$ cat src/tfc_map.vh
`ifndef TFC_MAP_VH
`define TFC_MAP_VH
// ==========================================
// Register byte offsets
`define TFC_OFF_CTRL     12'h000
`define TFC_OFF_STATUS   12'h004
`define TFC_OFF_TRIG     12'h008
`define TFC_OFF_COUNT    12'h00C
`define TFC_OFF_DHIGH    12'h010
`define TFC_OFF_DLOW     12'h014
`define TFC_OFF_CMPA_EXT 12'h018
`define TFC_OFF_CMPA_HI  12'h01C
`define TFC_OFF_CMPA_LO  12'h020
// ==========================================
// Control fields
`define TFC_C_EN         7
`define TFC_C_ARM        6
`define TFC_C_BRK        5
// Status fields
`define TFC_S_MATCH_A    7
`define TFC_S_MATCH_B    6
`define TFC_S_MATCH_C    5
`define TFC_S_ARMED      0
// Trigger fields
`define TFC_T_OPSEL      7
`define TFC_T_BEGIN      6
// ==========================================
// Reset values
`define TFC_RST_CTRL     8'hC0
`define TFC_RST_TRIG     8'h40
`define TFC_RST_CAX      8'h00
`define TFC_RST_CAH      8'hFF
`define TFC_RST_CAL      8'hFE
// Mode codes of the trig_mode_in input, then the branch source decrement
`define TFC_MODE_EVB     4'h3
`define TFC_MODE_AEVB    4'h4
`define TFC_COF_DEC      17'h0_0002
`endif

$ cat src/tfc_trace_fifo_capture.v
// The APB slave port and the address map were left to the implementer.
`timescale 1ns/1ps
`include "tfc_map.vh"
module tfc_trace_fifo_capture #(
    parameter DEPTH = 8,
    parameter AW    = 17
) (
    input  wire          core_clk_in,
    input  wire          rst_b_in,
    input  wire          clk_en_in,
    input  wire          sys_reset_in,
    input  wire [AW-1:0] core_addr_in,
    input  wire [AW-1:0] opcode_addr_in,
    input  wire [7:0]    core_data_in,
    input  wire [1:0]    core_cof_in,
    input  wire          irq_pending_in,
    input  wire          match_a_in,
    input  wire          match_b_in,
    input  wire          trig_addr_in,
    input  wire          trig_opcode_in,
    input  wire [3:0]    trig_mode_in,
    input  wire          psel_in,
    input  wire          penable_in,
    input  wire          pwrite_in,
    input  wire [11:0]   paddr_in,
    input  wire [31:0]   pwdata_in,
    output reg  [31:0]   prdata_out,
    output reg           pready_out,
    output reg           pslverr_out,
    output reg           break_req_out,
    output reg  [7:0]    comp_a_ext_out,
    output reg  [7:0]    comp_a_high_out,
    output reg  [7:0]    comp_a_low_out
);
    // ==========================================
    // State
    reg [AW-1:0] fifo_mem [0:DEPTH-1];
    reg [3:0]    valid_word_count_reg;
    reg [7:0]    debug_control_reg;
    reg [7:0]    trigger_config_reg;
    reg          armed_flag_reg;
    reg          match_a_flag_reg;
    reg          match_b_flag_reg;
    reg          match_c_flag_reg;
    reg [AW-1:0] prev_addr_reg;
    reg [AW-1:0] profile_reg;
    reg          triggered_reg;
    reg [3:0]    unread_reg;
    integer      i;
    localparam [AW-1:0] BR_DEC = `TFC_COF_DEC;

    wire unit_enable  = debug_control_reg[`TFC_C_EN];
    wire arm_bit      = debug_control_reg[`TFC_C_ARM];
    wire break_enable = debug_control_reg[`TFC_C_BRK];
    wire opcode_trigger_select = trigger_config_reg[`TFC_T_OPSEL];
    wire event_mode = (trig_mode_in == `TFC_MODE_EVB) || (trig_mode_in == `TFC_MODE_AEVB);
    // Event modes are begin type whatever the begin bit says, except at system reset, which reads the bit alone
    wire begin_mode = trigger_config_reg[`TFC_T_BEGIN] | event_mode;
    wire armed      = unit_enable & arm_bit & armed_flag_reg;
    // Unread trace words are served first; once drained, reads of an enabled, disarmed unit show the profile sample
    wire use_fifo   = armed | ~unit_enable | (unread_reg != 4'h0);

    // Opcode triggers lose to a coincident interrupt; address triggers do not
    wire trig_hit = opcode_trigger_select ? (trig_opcode_in & ~irq_pending_in)
                                          : trig_addr_in;

    // ==========================================
    // Bus decode
    wire acc    = psel_in & penable_in & pready_out;
    wire wr_acc = acc & pwrite_in;
    wire rd_acc = acc & ~pwrite_in;
    wire known  = (paddr_in[1:0] == 2'b00) && (paddr_in <= `TFC_OFF_CMPA_LO);
    wire rd_low = rd_acc & (paddr_in == `TFC_OFF_DLOW);
    wire wr_ctl = wr_acc & (paddr_in == `TFC_OFF_CTRL);

    // Capture entry selection
    wire [AW-1:0] br_src = prev_addr_reg - BR_DEC;
    wire          cof_any = |core_cof_in;
    wire [AW-1:0] cof_word = core_cof_in[1] ? core_addr_in : br_src;
    wire [AW-1:0] ev_word  = {{(AW-8){1'b0}}, core_data_in};
    wire          begin_go = begin_mode & (triggered_reg | trig_hit);
    // The trigger flow change is kept; disarming stops the later vector flow change
    wire          end_hit  = ~begin_mode & trig_hit;
    wire          store_cof = armed & cof_any & ~event_mode &
                              (begin_go | ~begin_mode);
    wire          store_ev  = armed & event_mode & begin_go & match_b_in;
    wire          do_store  = (store_cof | store_ev) & ~(rd_low & armed);
    wire [AW-1:0] new_word  = event_mode ? ev_word : cof_word;
    wire          full      = (valid_word_count_reg == DEPTH[3:0]);

    function [31:0] rd_mux;
        input [11:0] a;
        begin
            case (a)
                `TFC_OFF_CTRL:   rd_mux = {24'h00_0000, debug_control_reg};
                `TFC_OFF_STATUS: rd_mux = {24'h00_0000, match_a_flag_reg, match_b_flag_reg,
                                           match_c_flag_reg, 4'h0, armed_flag_reg};
                `TFC_OFF_TRIG:   rd_mux = {24'h00_0000, trigger_config_reg};
                `TFC_OFF_COUNT:  rd_mux = {28'h000_0000, valid_word_count_reg};
                `TFC_OFF_DHIGH:  rd_mux = use_fifo ? {23'h00_0000, fifo_mem[0][AW-1:8]}
                                        : {23'h00_0000, profile_reg[AW-1:8]};
                `TFC_OFF_DLOW:   rd_mux = {24'h00_0000, use_fifo ? fifo_mem[0][7:0]
                                                                 : profile_reg[7:0]};
                `TFC_OFF_CMPA_EXT: rd_mux = {24'h00_0000, comp_a_ext_out};
                `TFC_OFF_CMPA_HI:  rd_mux = {24'h00_0000, comp_a_high_out};
                `TFC_OFF_CMPA_LO:  rd_mux = {24'h00_0000, comp_a_low_out};
                default:         rd_mux = 32'h0000_0000;
            endcase
        end
    endfunction

    // ==========================================
    // Main process; the unit has no reset output at all
    always @(posedge core_clk_in or negedge rst_b_in) begin
        if (!rst_b_in) begin
            debug_control_reg    <= `TFC_RST_CTRL;
            trigger_config_reg   <= `TFC_RST_TRIG;
            comp_a_ext_out       <= `TFC_RST_CAX;
            comp_a_high_out      <= `TFC_RST_CAH;
            comp_a_low_out       <= `TFC_RST_CAL;
            armed_flag_reg       <= 1'b1;
            match_a_flag_reg     <= 1'b0;
            match_b_flag_reg     <= 1'b0;
            match_c_flag_reg     <= 1'b0;
            valid_word_count_reg <= 4'h0;
            unread_reg           <= 4'h0;
            triggered_reg        <= 1'b0;
            prev_addr_reg        <= {AW{1'b0}};
            profile_reg          <= {AW{1'b0}};
            prdata_out           <= 32'h0000_0000;
            pready_out           <= 1'b0;
            pslverr_out          <= 1'b0;
            break_req_out        <= 1'b0;
            for (i = 0; i < DEPTH; i = i + 1)
                fifo_mem[i] <= {AW{1'b0}};
        end else if (clk_en_in) begin
            pready_out    <= psel_in & ~pready_out;
            pslverr_out   <= psel_in & ~pready_out & ~known;
            prdata_out    <= (psel_in & ~pwrite_in & known) ? rd_mux(paddr_in) : 32'h0000_0000;
            prev_addr_reg <= core_addr_in;
            break_req_out <= 1'b0;
            if (sys_reset_in) begin
                // Reset while an end run is set up keeps the trace for readout
                if (unit_enable & ~trigger_config_reg[`TFC_T_BEGIN]) begin
                    debug_control_reg[`TFC_C_ARM] <= 1'b0;
                    debug_control_reg[`TFC_C_BRK] <= 1'b0;
                    armed_flag_reg                <= 1'b0;
                end else begin
                    debug_control_reg  <= `TFC_RST_CTRL;
                    trigger_config_reg <= `TFC_RST_TRIG;
                    comp_a_ext_out     <= `TFC_RST_CAX;
                    comp_a_high_out    <= `TFC_RST_CAH;
                    comp_a_low_out     <= `TFC_RST_CAL;
                    armed_flag_reg     <= 1'b1;
                    match_a_flag_reg   <= 1'b0;
                    match_b_flag_reg   <= 1'b0;
                    match_c_flag_reg   <= 1'b0;
                    valid_word_count_reg <= 4'h0;
                    unread_reg         <= 4'h0;
                    triggered_reg      <= 1'b0;
                end
            end else begin
                // Match flags; on an arm in the same cycle the A and B sets win and C is cleared
                if (wr_ctl & pwdata_in[`TFC_C_ARM] & pwdata_in[`TFC_C_EN]) begin
                    armed_flag_reg       <= 1'b1;
                    valid_word_count_reg <= 4'h0;
                    unread_reg           <= 4'h0;
                    triggered_reg        <= 1'b0;
                    match_a_flag_reg     <= match_a_in;
                    match_b_flag_reg     <= match_b_in;
                    match_c_flag_reg     <= 1'b0;
                end else begin
                    if (match_a_in & armed)
                        match_a_flag_reg <= 1'b1;
                    if (match_b_in & armed)
                        match_b_flag_reg <= 1'b1;
                    if (armed & trig_hit)
                        match_c_flag_reg <= 1'b1;
                end
                if (wr_ctl)
                    debug_control_reg <= pwdata_in[7:0];
                if (wr_acc & (paddr_in == `TFC_OFF_TRIG))
                    trigger_config_reg <= pwdata_in[7:0];
                if (wr_acc & (paddr_in == `TFC_OFF_CMPA_EXT))
                    comp_a_ext_out <= pwdata_in[7:0];
                if (wr_acc & (paddr_in == `TFC_OFF_CMPA_HI))
                    comp_a_high_out <= pwdata_in[7:0];
                if (wr_acc & (paddr_in == `TFC_OFF_CMPA_LO))
                    comp_a_low_out <= pwdata_in[7:0];
                if ((wr_ctl & ~pwdata_in[`TFC_C_ARM]) | ~unit_enable)
                    armed_flag_reg <= 1'b0;
                // Trigger latch for begin runs
                if (armed & begin_mode & trig_hit)
                    triggered_reg <= 1'b1;
                // Buffer store: shift in at the tail, oldest falls out when full
                if (do_store) begin
                    if (full) begin
                        for (i = 0; i < DEPTH - 1; i = i + 1)
                            fifo_mem[i] <= fifo_mem[i+1];
                        fifo_mem[DEPTH-1] <= new_word;
                    end else begin
                        fifo_mem[valid_word_count_reg[2:0]] <= new_word;
                        valid_word_count_reg <= valid_word_count_reg + 4'h1;
                        unread_reg           <= unread_reg + 4'h1;
                    end
                end
                // Begin run disarms once the buffer fills
                if (armed & begin_mode & do_store &
                    (valid_word_count_reg == DEPTH[3:0] - 4'h1)) begin
                    debug_control_reg[`TFC_C_ARM] <= 1'b0;
                    armed_flag_reg                <= 1'b0;
                    break_req_out                 <= break_enable;
                end
                // End run stops on the trigger
                if (armed & end_hit) begin
                    debug_control_reg[`TFC_C_ARM] <= 1'b0;
                    armed_flag_reg                <= 1'b0;
                    break_req_out                 <= break_enable;
                end
                // Low read: shift when idle, sample opcode address for profiling
                if (rd_low & ~armed & unit_enable) begin
                    for (i = 0; i < DEPTH - 1; i = i + 1)
                        fifo_mem[i] <= fifo_mem[i+1];
                    fifo_mem[DEPTH-1] <= {AW{1'b0}};
                    if (unread_reg != 4'h0)
                        unread_reg <= unread_reg - 4'h1;
                    profile_reg <= opcode_addr_in;
                end
            end
        end
    end
endmodule

$ cat config.mk
export PLATFORM = sky130hd
export DESIGN_NAME = tfc_trace_fifo_capture
export DESIGN_NICKNAME = d
export VERILOG_FILES = /design/src/tfc_trace_fifo_capture.v
export VERILOG_INCLUDE_DIRS = /design/src /design/src/src
export SDC_FILE = /design/constraint.sdc
export NUM_CORES = 1
export LEC_CHECK = 0
export ABC_AREA = 1
export BUFFER_PORTS_ARGS = -buffer_cell sky130_fd_sc_hd__buf_4
export CORE_MARGIN = 4
export CORE_UTILIZATION = 59
export DETAILED_ROUTE_END_ITERATION = 12
export PLACE_DENSITY = 0.83
export SLEW_MARGIN = 30
export SYNTH_ARGS = -nofsm -noshare
export SYNTH_HDL_FRONTEND = slang
export SYNTH_SLANG_ARGS = --single-unit
$ cat constraint.sdc
create_clock -name core_clk_in -period 2.6 [get_ports core_clk_in]
set_input_delay 0.26 -clock core_clk_in [delete_from_list [all_inputs] [get_ports core_clk_in]]
set_output_delay 0.26 -clock core_clk_in [all_outputs]
set_load 0.005 [all_outputs]
==> impl_metrics.json, run 1 <==
{
  "die_w_um": 154.5,
  "async_flop_share": 1.000,
  "synth_top_family_by_area": "simple AND/OR/NAND/NOR gates",
  "antenna_found_initial": 0,
  "track_usage": 0.2906,
  "slew_headroom": 0.4075,
  "worstPathArrival_ns": 2.72,
  "synth_area_leaders": "dfrtp_1 (43%), nand2_1 (22%), o21ai_0 (7.9%)",
  "cts.path.max_buffers": 3,
  "cts_tree": "yes",
  "start_kind": "register",
  "drtIter0Drc": 903,
  "setup_viol": 0,
  "switchingPower_mw": 2.559,
  "largest_register_ff_count": 136,
  "core_area_um2": 21090,
  "synth.distinct_cells": 40,
  "synth_top_area_share": 0.4269,
  "p_clk_frac": 0.382,
  "synth_top_cell_by_area": "dfrtp_1",
  "area_growth_pct": 19.04,
  "dr.pass1.iters": 5,
  "synthMuxAreaShare": 0.01423,
  "clock-skew-final_ns": 0.009820,
  "synth-seq-cells": 235,
  "io_pins": 163,
  "cp.required_ns": 3.01,
  "grt_pass1_vias": 11763,
  "place_congestion": 0.9659,
  "via_per_inst": 5.458,
  "p_per_area_nw_per_um2": 610.5,
  "yosys.area_share.simple": 0.3195,
  "drive_above_1_share": 0.1429,
  "clk_pin_slew_worst_paths_ns": 0.07,
  "io_buffers": 115,
  "yosysSeqAreaShare": 0.4664,
  "nFillCells": 1656,
  "synth_area_um2": 12660,
  "final_nets": 2031,
  "rsz0062_at_grt": "false",
  "power.internal_mw": 6.643,
  "grt.overflow.total": 0,
  "leakage_nw": 7.897,
  "tightest_slew_ns": 0.8828,
  "synthXorXnorAreaFrac": 0.004151,
  "finalMaxSlewViolations": 0,
  "grt_pass1_wl_um": 57560,
  "hp-class": "in2reg",
  "start_util": 0.6004,
  "h-tree-depth": 1,
  "diodes": 0,
  "crit_fanout": 61,
  "pwr-share-comb": 0.161,
  "yosys.area_share.adder": 0.004941,
  "seq_power_share": 0.457,
  "syn_avg_cell_area_um2": 7.202,
  "std_cell_rows": 53,
  "hold_ws_ns": 0.01762,
  "max_cap_violations": 0,
  "vdd_drop_max_mv": 0.4477,
  "insertion_delay_ns": 0.52,
  "timing.final.crit_share": 0.8874,
  "wl_per_cell_um": 15.75,
  "finalPower_mw": 9.202,
  "holdPathStages": 3,
  "synthesis.instances": 1758,
  "clock-root-buffer": "clkbuf_16",
  "die_y_um": 154.5,
  "fmax_mhz": 433.4,
  "reg2regPathDepth": 12,
  "hold_violations": 0,
  "dieArea_um2": 23870,
  "crit_type": "reg2reg",
  "switching_share": 0.2781,
  "drc": 0,
  "ant_nets": 0,
  "synth_flop_cell": "dfrtp_1",
  "ys_warn_count": 0,
  "grt_max_degree": 77,
  "cts.sinks": 235,
  "critPathCaptureType": "register",
  "cts_made_buffers": 25,
  "synth-edff-count": 0,
  "wirelength_um": 34860,
  "vias": 12084,
  "status": "finished clean",
  "tns_ns": 0,
  "period_minus_slack_ns": 2.307,
  "synth-compound-area-share": 0.1101,
  "dp_hpwl_um": 24290
}
## power by group through the flow
stage	registers [mW]	clock network, mW	logic [mW]
after floorplan	4.21	0	0.802
after global placement	4.25	0	1.37
after detailed placement	4.27	0	1.41
after CTS	4.20	3.54	1.47
after global routing	4.24	3.70	1.66
final	4.20	3.51	1.49
## cells in the mapped netlist, types with 2 or more instances
cell type	number
or2_2	8
ha_1	5
inv_2	5
a21oi_1	21
inv_1	125
buf_6	6
buf_4	33
nand3_1	83
a31oi_1	8
o31ai_1	5
o22ai_1	9
nand2_1	752
clkinv_1	3
mux2_2	16
o21ai_0	200
nand2_2	11
nor2_4	4
buf_2	15
o21ai_1	9
xor2_1	5
buf_1	3
clkbuf_1	30
a22oi_1	2
dfstp_2	19
o211ai_1	5
nand4_1	19
nor2_1	120
nor3_1	10
dfrtp_1	216
## path summary, 6_finish.rpt
path                                                          start                                end  slack (ns)
worst max-delay path            valid_word_count_reg[1]$_DFFE_PN0P_           fifo_mem[23]$_DFFE_PN0P_        0.29
min in group asynchronous                                  rst_b_in   debug_control_reg[3]$_DFFE_PN0P_        0.33
worst min-delay path                                   pwdata_in[0]     comp_a_high_out[0]$_DFFE_PN1P_        0.02
worst max register to register  valid_word_count_reg[1]$_DFFE_PN0P_           fifo_mem[23]$_DFFE_PN0P_        0.29
worst min register to register            fifo_mem[124]$_DFFE_PN0P_          fifo_mem[124]$_DFFE_PN0P_        0.48
max in group asynchronous                                  rst_b_in  trigger_config_reg[6]$_DFFE_PN1P_        1.55
## placed cells by master (no fill, tap or decap), types with 20 or more instances in the layout
master,synthesis,layout
conb_1,1,23
nor2_1,120,119
nand3_1,83,83
a21oi_1,21,20
buf_4,33,160
clkbuf_16,0,25
inv_1,125,124
nand2_1,752,750
o21ai_0,200,200
dfrtp_1,216,216
dlygate4sd3_1,0,35
## area by class of cell
type                    instances  area, µm²  share of cell area
clock buffers                  36      706.9             0.04690
clock inverters                 8      90.09            0.005977
inverters                     134      504.2             0.03346
multi-input cells            1324       5836              0.3872
flip-flops and latches        235       5904              0.3917
well taps                     275      344.1             0.02283
repair buffers                202       1687              0.1119
## cell families (layout without fill, tap and decap cells)
logic type	Yosys count	after routing
AO/OA/AOI/OAI	264	264
XOR/XNOR	6	6
adder cells (fa/ha/maj)	5	5
buffers and inverters	221	380
flip-flops	235	235
multiplexers	16	16
other	1	23
AND/OR/NAND/NOR	1010	1010
## layer usage
metal / part of all wire / wire length [µm] / vias to the layer above / global-route usage
met5: 0 / 0 / - / 0
li1: - / - / 5863 / -
met2: 0.48 / 16690 / 498 / 0.4886
met1: 0.40 / 14060 / 5618 / 0.3771
met3: 0.071 / 2467 / 105 / 0.04141
met4: 0.047 / 1642 / 0 / 0.1278
## worst max-delay path, stage by stage (launching register included)
cell and delay (ns):
dfrtp_1 0.51, inv_1 0.19, ha_1 0.22, nand3_1 0.15, inv_1 0.07, nor2_2 0.15
buf_12 0.23, inv_2 0.10, buf_12 0.20, nand2_1 0.09, o21ai_0 0.10, nand2_1 0.09
nand2_1 0.05
## per-stage QoR
step / cell area, µm² / utilization / instances / setup slack (ns)
4_1_cts: 15050 / 0.7136 / 2212 / 0.2252
5_1_grt: 15070 / 0.7147 / 2214 / 0.02944
6_report: 15070 / 0.7147 / 2214 / 0.2928
2_1_floorplan: 12740 / - / 1780 / 0.5628
3_3_place_gp: 13900 / 0.6590 / 2133 / 0.1545
3_5_place_dp: 13900 / 0.6592 / 2133 / 0.2471
## repair_timing
| action | CTS | global route |
|---|---|---|
| hold endpoints to repair | 93 | 0 |
| hold buffers | 35 | 0 |
| setup endpoints to repair | 0 | 10 |
| setup buffers | 0 | 2 |
| gates resized for setup | 0 | 2 |
(Power assumes the default switching activity.)
==> run 2: changes to the inputs <==
--- a/config.mk
+++ b/config.mk
@@ -7,11 +7,13 @@
 export NUM_CORES = 1
 export LEC_CHECK = 0
 export ABC_AREA = 1
+export ABC_CLOCK_PERIOD_IN_PS = 2600
 export BUFFER_PORTS_ARGS = -buffer_cell sky130_fd_sc_hd__buf_4
 export CORE_MARGIN = 4
 export CORE_UTILIZATION = 59
 export DETAILED_ROUTE_END_ITERATION = 12
 export PLACE_DENSITY = 0.83
+export SKIP_LAST_GASP = 1
 export SLEW_MARGIN = 30
 export SYNTH_ARGS = -nofsm -noshare
 export SYNTH_HDL_FRONTEND = slang
==> constraint.sdc (replaced) <==
create_clock -name core_clk_in -period 2.6 [get_ports core_clk_in]
set_input_delay 0 -clock core_clk_in [delete_from_list [all_inputs] [get_ports core_clk_in]]
set_output_delay 0 -clock core_clk_in [all_outputs]
set_load 0.005 [all_outputs]
==> run 2 against run 1 <==
Effect of this change:
- power grew 2.1%
- flip-flop and latch count is the same
- sequential power is essentially flat
- critical path type is now in2reg
==> impl_metrics.json, run 2 (synthesized netlist as in run 1, its figures left out) <==
{
  "status": "finished clean",
  "min_from": "trig_mode_in[3]",
  "leakage_nw": 7.998,
  "dp_hpwl_um": 24370,
  "drtIter0Drc": 1026,
  "cts_tree": "yes",
  "place_congestion": 0.9557,
  "p_per_area_nw_per_um2": 613.4,
  "hold_violations": 0,
  "final_nets": 2052,
  "timing.rr.start": "debug_control_reg[7]$_DFFE_PN1P_",
  "io_pins": 163,
  "cp.required_ns": 3.04,
  "grt_pass1_vias": 12082,
  "crit_fanout": 8,
  "std_cell_rows": 53,
  "largest_register_ff_count": 136,
  "critPathCaptureType": "register",
  "area_growth_pct": 20.96,
  "vias": 12334,
  "io_buffers": 115,
  "crit_type": "in2reg",
  "start_util": 0.6004,
  "grt.overflow.total": 0,
  "clock-root-buffer": "clkbuf_16",
  "max_cap_violations": 0,
  "die_w_um": 154.5,
  "finalMaxSlewViolations": 0,
  "tightest_slew_ns": 0.8560,
  "dr.pass1.iters": 7,
  "track_usage": 0.2943,
  "insertion_delay_ns": 0.53,
  "antenna_found_initial": 0,
  "rsz0062_at_grt": "false",
  "clk_pin_slew_worst_paths_ns": 0.06,
  "wirelength_um": 35910,
  "cts_made_buffers": 26,
  "cts.sinks": 235,
  "place_inst": 2130,
  "diodes": 0,
  "die_y_um": 154.5,
  "setup_viol": 0,
  "start_kind": "input pin",
  "grt_pass1_wl_um": 58170,
  "fmax_mhz": 421.4,
  "drive_above_1_share": 0.1388,
  "h-tree-depth": 1,
  "worstPathArrival_ns": 2.81,
  "cts.path.max_buffers": 3,
  "core_area_um2": 21090,
  "hold_ws_ns": 0.02174,
  "cp-startpoint": "paddr_in[1]",
  "drc": 0,
  "clock-skew-final_ns": 0.01255,
  "tns_ns": 0,
  "layout_common_cells": "nand2_1 (752), dfrtp_1 (216), o21ai_0 (200)",
  "ant_nets": 0,
  "dieArea_um2": 23870,
  "via_per_inst": 5.519,
  "hp-class": "in2reg",
  "final-instance-count-excl-fill": 2235,
  "grt_max_degree": 113,
  "period_minus_slack_ns": 2.373,
  "slew_headroom": 0.4255,
  "vdd_drop_max_mv": 0.5267,
  "timing.final.crit_share": 0.9127,
  "final_common_cell": "nand2_1",
  "wl_per_cell_um": 16.07
}
==> run 2: cell type report <==
type                    count  area [µm²]
clock buffers              40       784.5
well taps                 275       344.1
clock inverters             5       56.30
flip-flops and latches    235        5904
inverters                 134       504.2
fillers                  1637        5773
repair buffers            222        1894
multi-input cells        1324        5827
==> run 2: power by group <==
part | total (mW) | internal [mW] | switching (mW)
Combinational | 1.54 | 0.594 | 0.944
Clock | 3.65 | 2.17 | 1.48
Sequential | 4.21 | 4.01 | 0.205
==> run 2: through the flow <==
stage	utilization	setup slack (ns)	power (mW)	area, µm²
after CTS	0.7253	0.1662	9.398	15290
after global placement	0.6568	0.2963	5.623	13850
after global routing	0.7262	0.07816	9.761	15310
after floorplan	-	0.5628	5.011	12740
final	0.7262	0.2271	9.395	15310
after detailed placement	0.6569	0.2066	5.681	13850
==> run 2: worst paths after layout <==
kind / slack [ns] / end / cells after the start
setup / recovery: 0.23 / comp_a_low_out[4]$_DFFE_PN1P_ / 11
hold / removal: 0.02 / triggered_reg$_DFFE_PN0P_ / 6
setup reg to reg: 0.28 / fifo_mem[54]$_DFFE_PN0P_ / 10
hold reg to reg: 0.47 / fifo_mem[122]$_DFFE_PN0P_ / 2
max in group asynchronous: 2.05 / fifo_mem[120]$_DFFE_PN0P_ / 3
min in group asynchronous: 0.08 / comp_a_high_out[4]$_DFFE_PN1P_ / 2
==> run 2: layer usage <==
metal | GRT usage | share of wire
met2 | 0.5042 | 0.49
met4 | 0.1262 | 0.043
met5 | 0 | 0
met1 | 0.3781 | 0.39
met3 | 0.03721 | 0.076
==> run 2: critical path, stage by stage <==
cell and delay, ns:
dlygate4sd3_1 0.55, buf_4 0.14, nor2_1 0.36, nand2_1 0.21, nor2_1 0.25, nand3_1 0.11, a21oi_1 0.21, buf_4 0.20
o21ai_0 0.11, dlygate4sd3_1 0.57, o21ai_0 0.09
==> run 2: repair_timing <==
item / CTS / global route
endpoints found under the setup margin: 0 / 6
buffers inserted: 0 / 1
hold endpoints to repair: 311 / 0
resized for setup: 0 / 0
hold buffers: 59 / 0
==> run 3: changes to the inputs <==
--- a/config.mk
+++ b/config.mk
@@ -9,6 +9,7 @@
 export ABC_AREA = 1
 export ABC_CLOCK_PERIOD_IN_PS = 2600
 export BUFFER_PORTS_ARGS = -buffer_cell sky130_fd_sc_hd__buf_4
+export CORE_ASPECT_RATIO = 1.75
 export CORE_MARGIN = 4
 export CORE_UTILIZATION = 59
 export DETAILED_ROUTE_END_ITERATION = 12
==> run 3 against run 2 <==
Effect of this change:
- maximum frequency down 0.12%
- clock power down 9.0%
- power down 3.5%
- global-route usage up 2.0 points
- clock-buffer cell count down 4
- sequential share of layout area up 0.49 points
- core utilization down 0.68 points
- clock skew up 0.0090 ns
- combinational power about the same
- critical path type is now reg2reg
==> impl_metrics.json, run 3 (synthesized netlist as in run 1, its figures left out) <==
{
  "die_w_um": 118.7,
  "post_dp_cell_area_um2": 13830,
  "vias": 12230,
  "io_pins": 163,
  "grt_pass1_wl_um": 60980,
  "multi_input_area_um2": 5827,
  "max_cap_violations": 0,
  "rsz0062_at_grt": "false",
  "dieArea_um2": 23960,
  "crit_chain": "nand3_2 -> inv_1 -> nand2_1 -> nor2_1 -> nand2_1 -> nand2_2 -> nand2_1 -> o21ai_4 -> nand2_2 -> buf_4 -> nand2_1 -> o21ai_0",
  "track_usage": 0.3144,
  "largest_register_ff_count": 136,
  "switching_share": 0.2851,
  "seqCellArea_um2": 5904,
  "clock-root-buffer": "clkbuf_16",
  "core_area_um2": 21020,
  "start_util": 0.6023,
  "crit_buf_inv": 2,
  "layout_common_cells": "nand2_1 (752), dfrtp_1 (216), o21ai_0 (200)",
  "max_stage_delay_ns": 0.58,
  "leakage_nw": 7.908,
  "crit_slowest_cell": "dfstp_2",
  "dr.pass1.iters": 7,
  "setup_viol": 0,
  "p_clk_frac": 0.366,
  "pwr-share-comb": 0.170,
  "status": "finished clean",
  "wl_per_cell_um": 17.10,
  "antenna_found_initial": 0,
  "timing.final.crit_share": 0.9137,
  "clk_pin_slew_worst_paths_ns": 0.07,
  "insertion_delay_ns": 0.53,
  "drc": 0,
  "stdcell_area_um2": 15120,
  "p_per_area_nw_per_um2": 599.2,
  "area_growth_pct": 19.44,
  "cts_tree": "yes",
  "power.internal_mw": 6.478,
  "grt_max_degree": 74,
  "io_buffers": 115,
  "grt.overflow.total": 0,
  "grt_pass1_vias": 12406,
  "cpLargestDelayFamily": "simple AND/OR/NAND/NOR gates",
  "drive_above_1_share": 0.1354,
  "met3_usage": 0.03527,
  "ant_nets": 0,
  "start_kind": "register",
  "switchingPower_mw": 2.584,
  "dp_hpwl_um": 26530,
  "grt_use_met1": 0.3284,
  "slew_headroom": 0.3864,
  "diodes": 0,
  "crit_path_frequent_cell": "nand2_1",
  "worstPathArrival_ns": 2.77,
  "crit_type": "reg2reg",
  "grt_busiest_layer": "met2",
  "die_y_um": 201.8,
  "hold_violations": 0,
  "final_nets": 2042,
  "std_cell_rows": 70,
  "hp-class": "in2reg",
  "nFillCells": 1617,
  "tns_ns": 0,
  "cts.sinks": 235,
  "period_minus_slack_ns": 2.376,
  "final_common_cell": "nand2_1",
  "use_met2": 0.5654,
  "crit_fanout": 17,
  "cts_resized": 0,
  "wirelength_um": 37660,
  "critPathCaptureType": "register",
  "fmax_mhz": 420.9,
  "cts_made_buffers": 23,
  "seq_power_share": 0.464,
  "h-tree-depth": 1,
  "clock-skew-final_ns": 0.02159,
  "cp.required_ns": 3.00,
  "finalMaxSlewViolations": 0,
  "drtIter0Drc": 1089,
  "tightest_slew_ns": 0.9142,
  "via_per_inst": 5.554,
  "vdd_drop_max_mv": 0.4781,
  "cts.path.max_buffers": 3,
  "place_congestion": 0.9506
}
[run 3: cell types whose count changed in the layout (fill, tap and decap cells not counted), sizes merged]
cell and delta:
dlygate4sd3 -3, inv +1, clkbuf -4, buf -4
[run 3: stage by stage]
step | hold slack, ns | cells | setup slack, ns | utilization | power (mW)
CTS | 0.004867 | 2202 | 0.2223 | 0.7194 | 9.067
global placement | 0.01502 | 2105 | 0.3254 | 0.6580 | 5.645
global route | 0.05770 | 2202 | 0.03728 | 0.7194 | 9.445
finish | 0.02321 | 2202 | 0.2243 | 0.7194 | 9.061
detailed placement | 0.008213 | 2105 | 0.2814 | 0.6582 | 5.694
floorplan | -0.2956 | 1780 | 0.5628 | - | 5.011
[run 3: tightest hold or removal path: stages]
cell	delay (ns)
buf_4	0.08
a22oi_1	0.07
buf_4	0.19
inv_1	0.07
nand2_1	0.05
nand2_1	0.04
[run 3: power by group through the flow]
stage	Clock, mW	Combinational [mW]	Sequential, mW
after floorplan	0	0.802	4.21
after global placement	0	1.40	4.25
after detailed placement	0	1.43	4.26
after CTS	3.35	1.52	4.20
after global routing	3.50	1.70	4.24
final	3.32	1.54	4.20
[run 3: area by class of cell]
class / count / share of cell area
Multi-Input combinational cell: 1324 / 0.3853
Clock inverter: 6 / 0.004137
Timing Repair Buffer: 215 / 0.1213
Inverter: 134 / 0.03334
Sequential cell: 235 / 0.3905
Clock buffer: 36 / 0.04460
Tap cell: 252 / 0.02085
[run 3: final timing paths]
kind	startpoint	to	slack (ns)	cells past startpoint
max	debug_control_reg[7]$_DFFE_PN1P_	fifo_mem[13]$_DFFE_PN0P_	0.22	12
min	core_data_in[6]	fifo_mem[6]$_DFFE_PN0P_	0.02	6
max reg2reg	debug_control_reg[7]$_DFFE_PN1P_	fifo_mem[13]$_DFFE_PN0P_	0.22	12
min reg2reg	fifo_mem[58]$_DFFE_PN0P_	fifo_mem[58]$_DFFE_PN0P_	0.48	2
max in group asynchronous	rst_b_in	fifo_mem[43]$_DFFE_PN0P_	1.75	3
min in group asynchronous	rst_b_in	triggered_reg$_DFFE_PN0P_	0.05	2
[run 3: metal layers]
| layer | up-vias | wire length (µm) |
|---|---|---|
| met3 | 181 | 1705 |
| met2 | 473 | 19390 |
| li1 | 5881 | - |
| met1 | 5695 | 13120 |
| met4 | 0 | 3447 |
| met5 | - | 0 |
[run 3: what timing repair did]
action	CTS	global route
hold buffers	55	0
hold endpoints to repair	286	0
buffers inserted	0	0
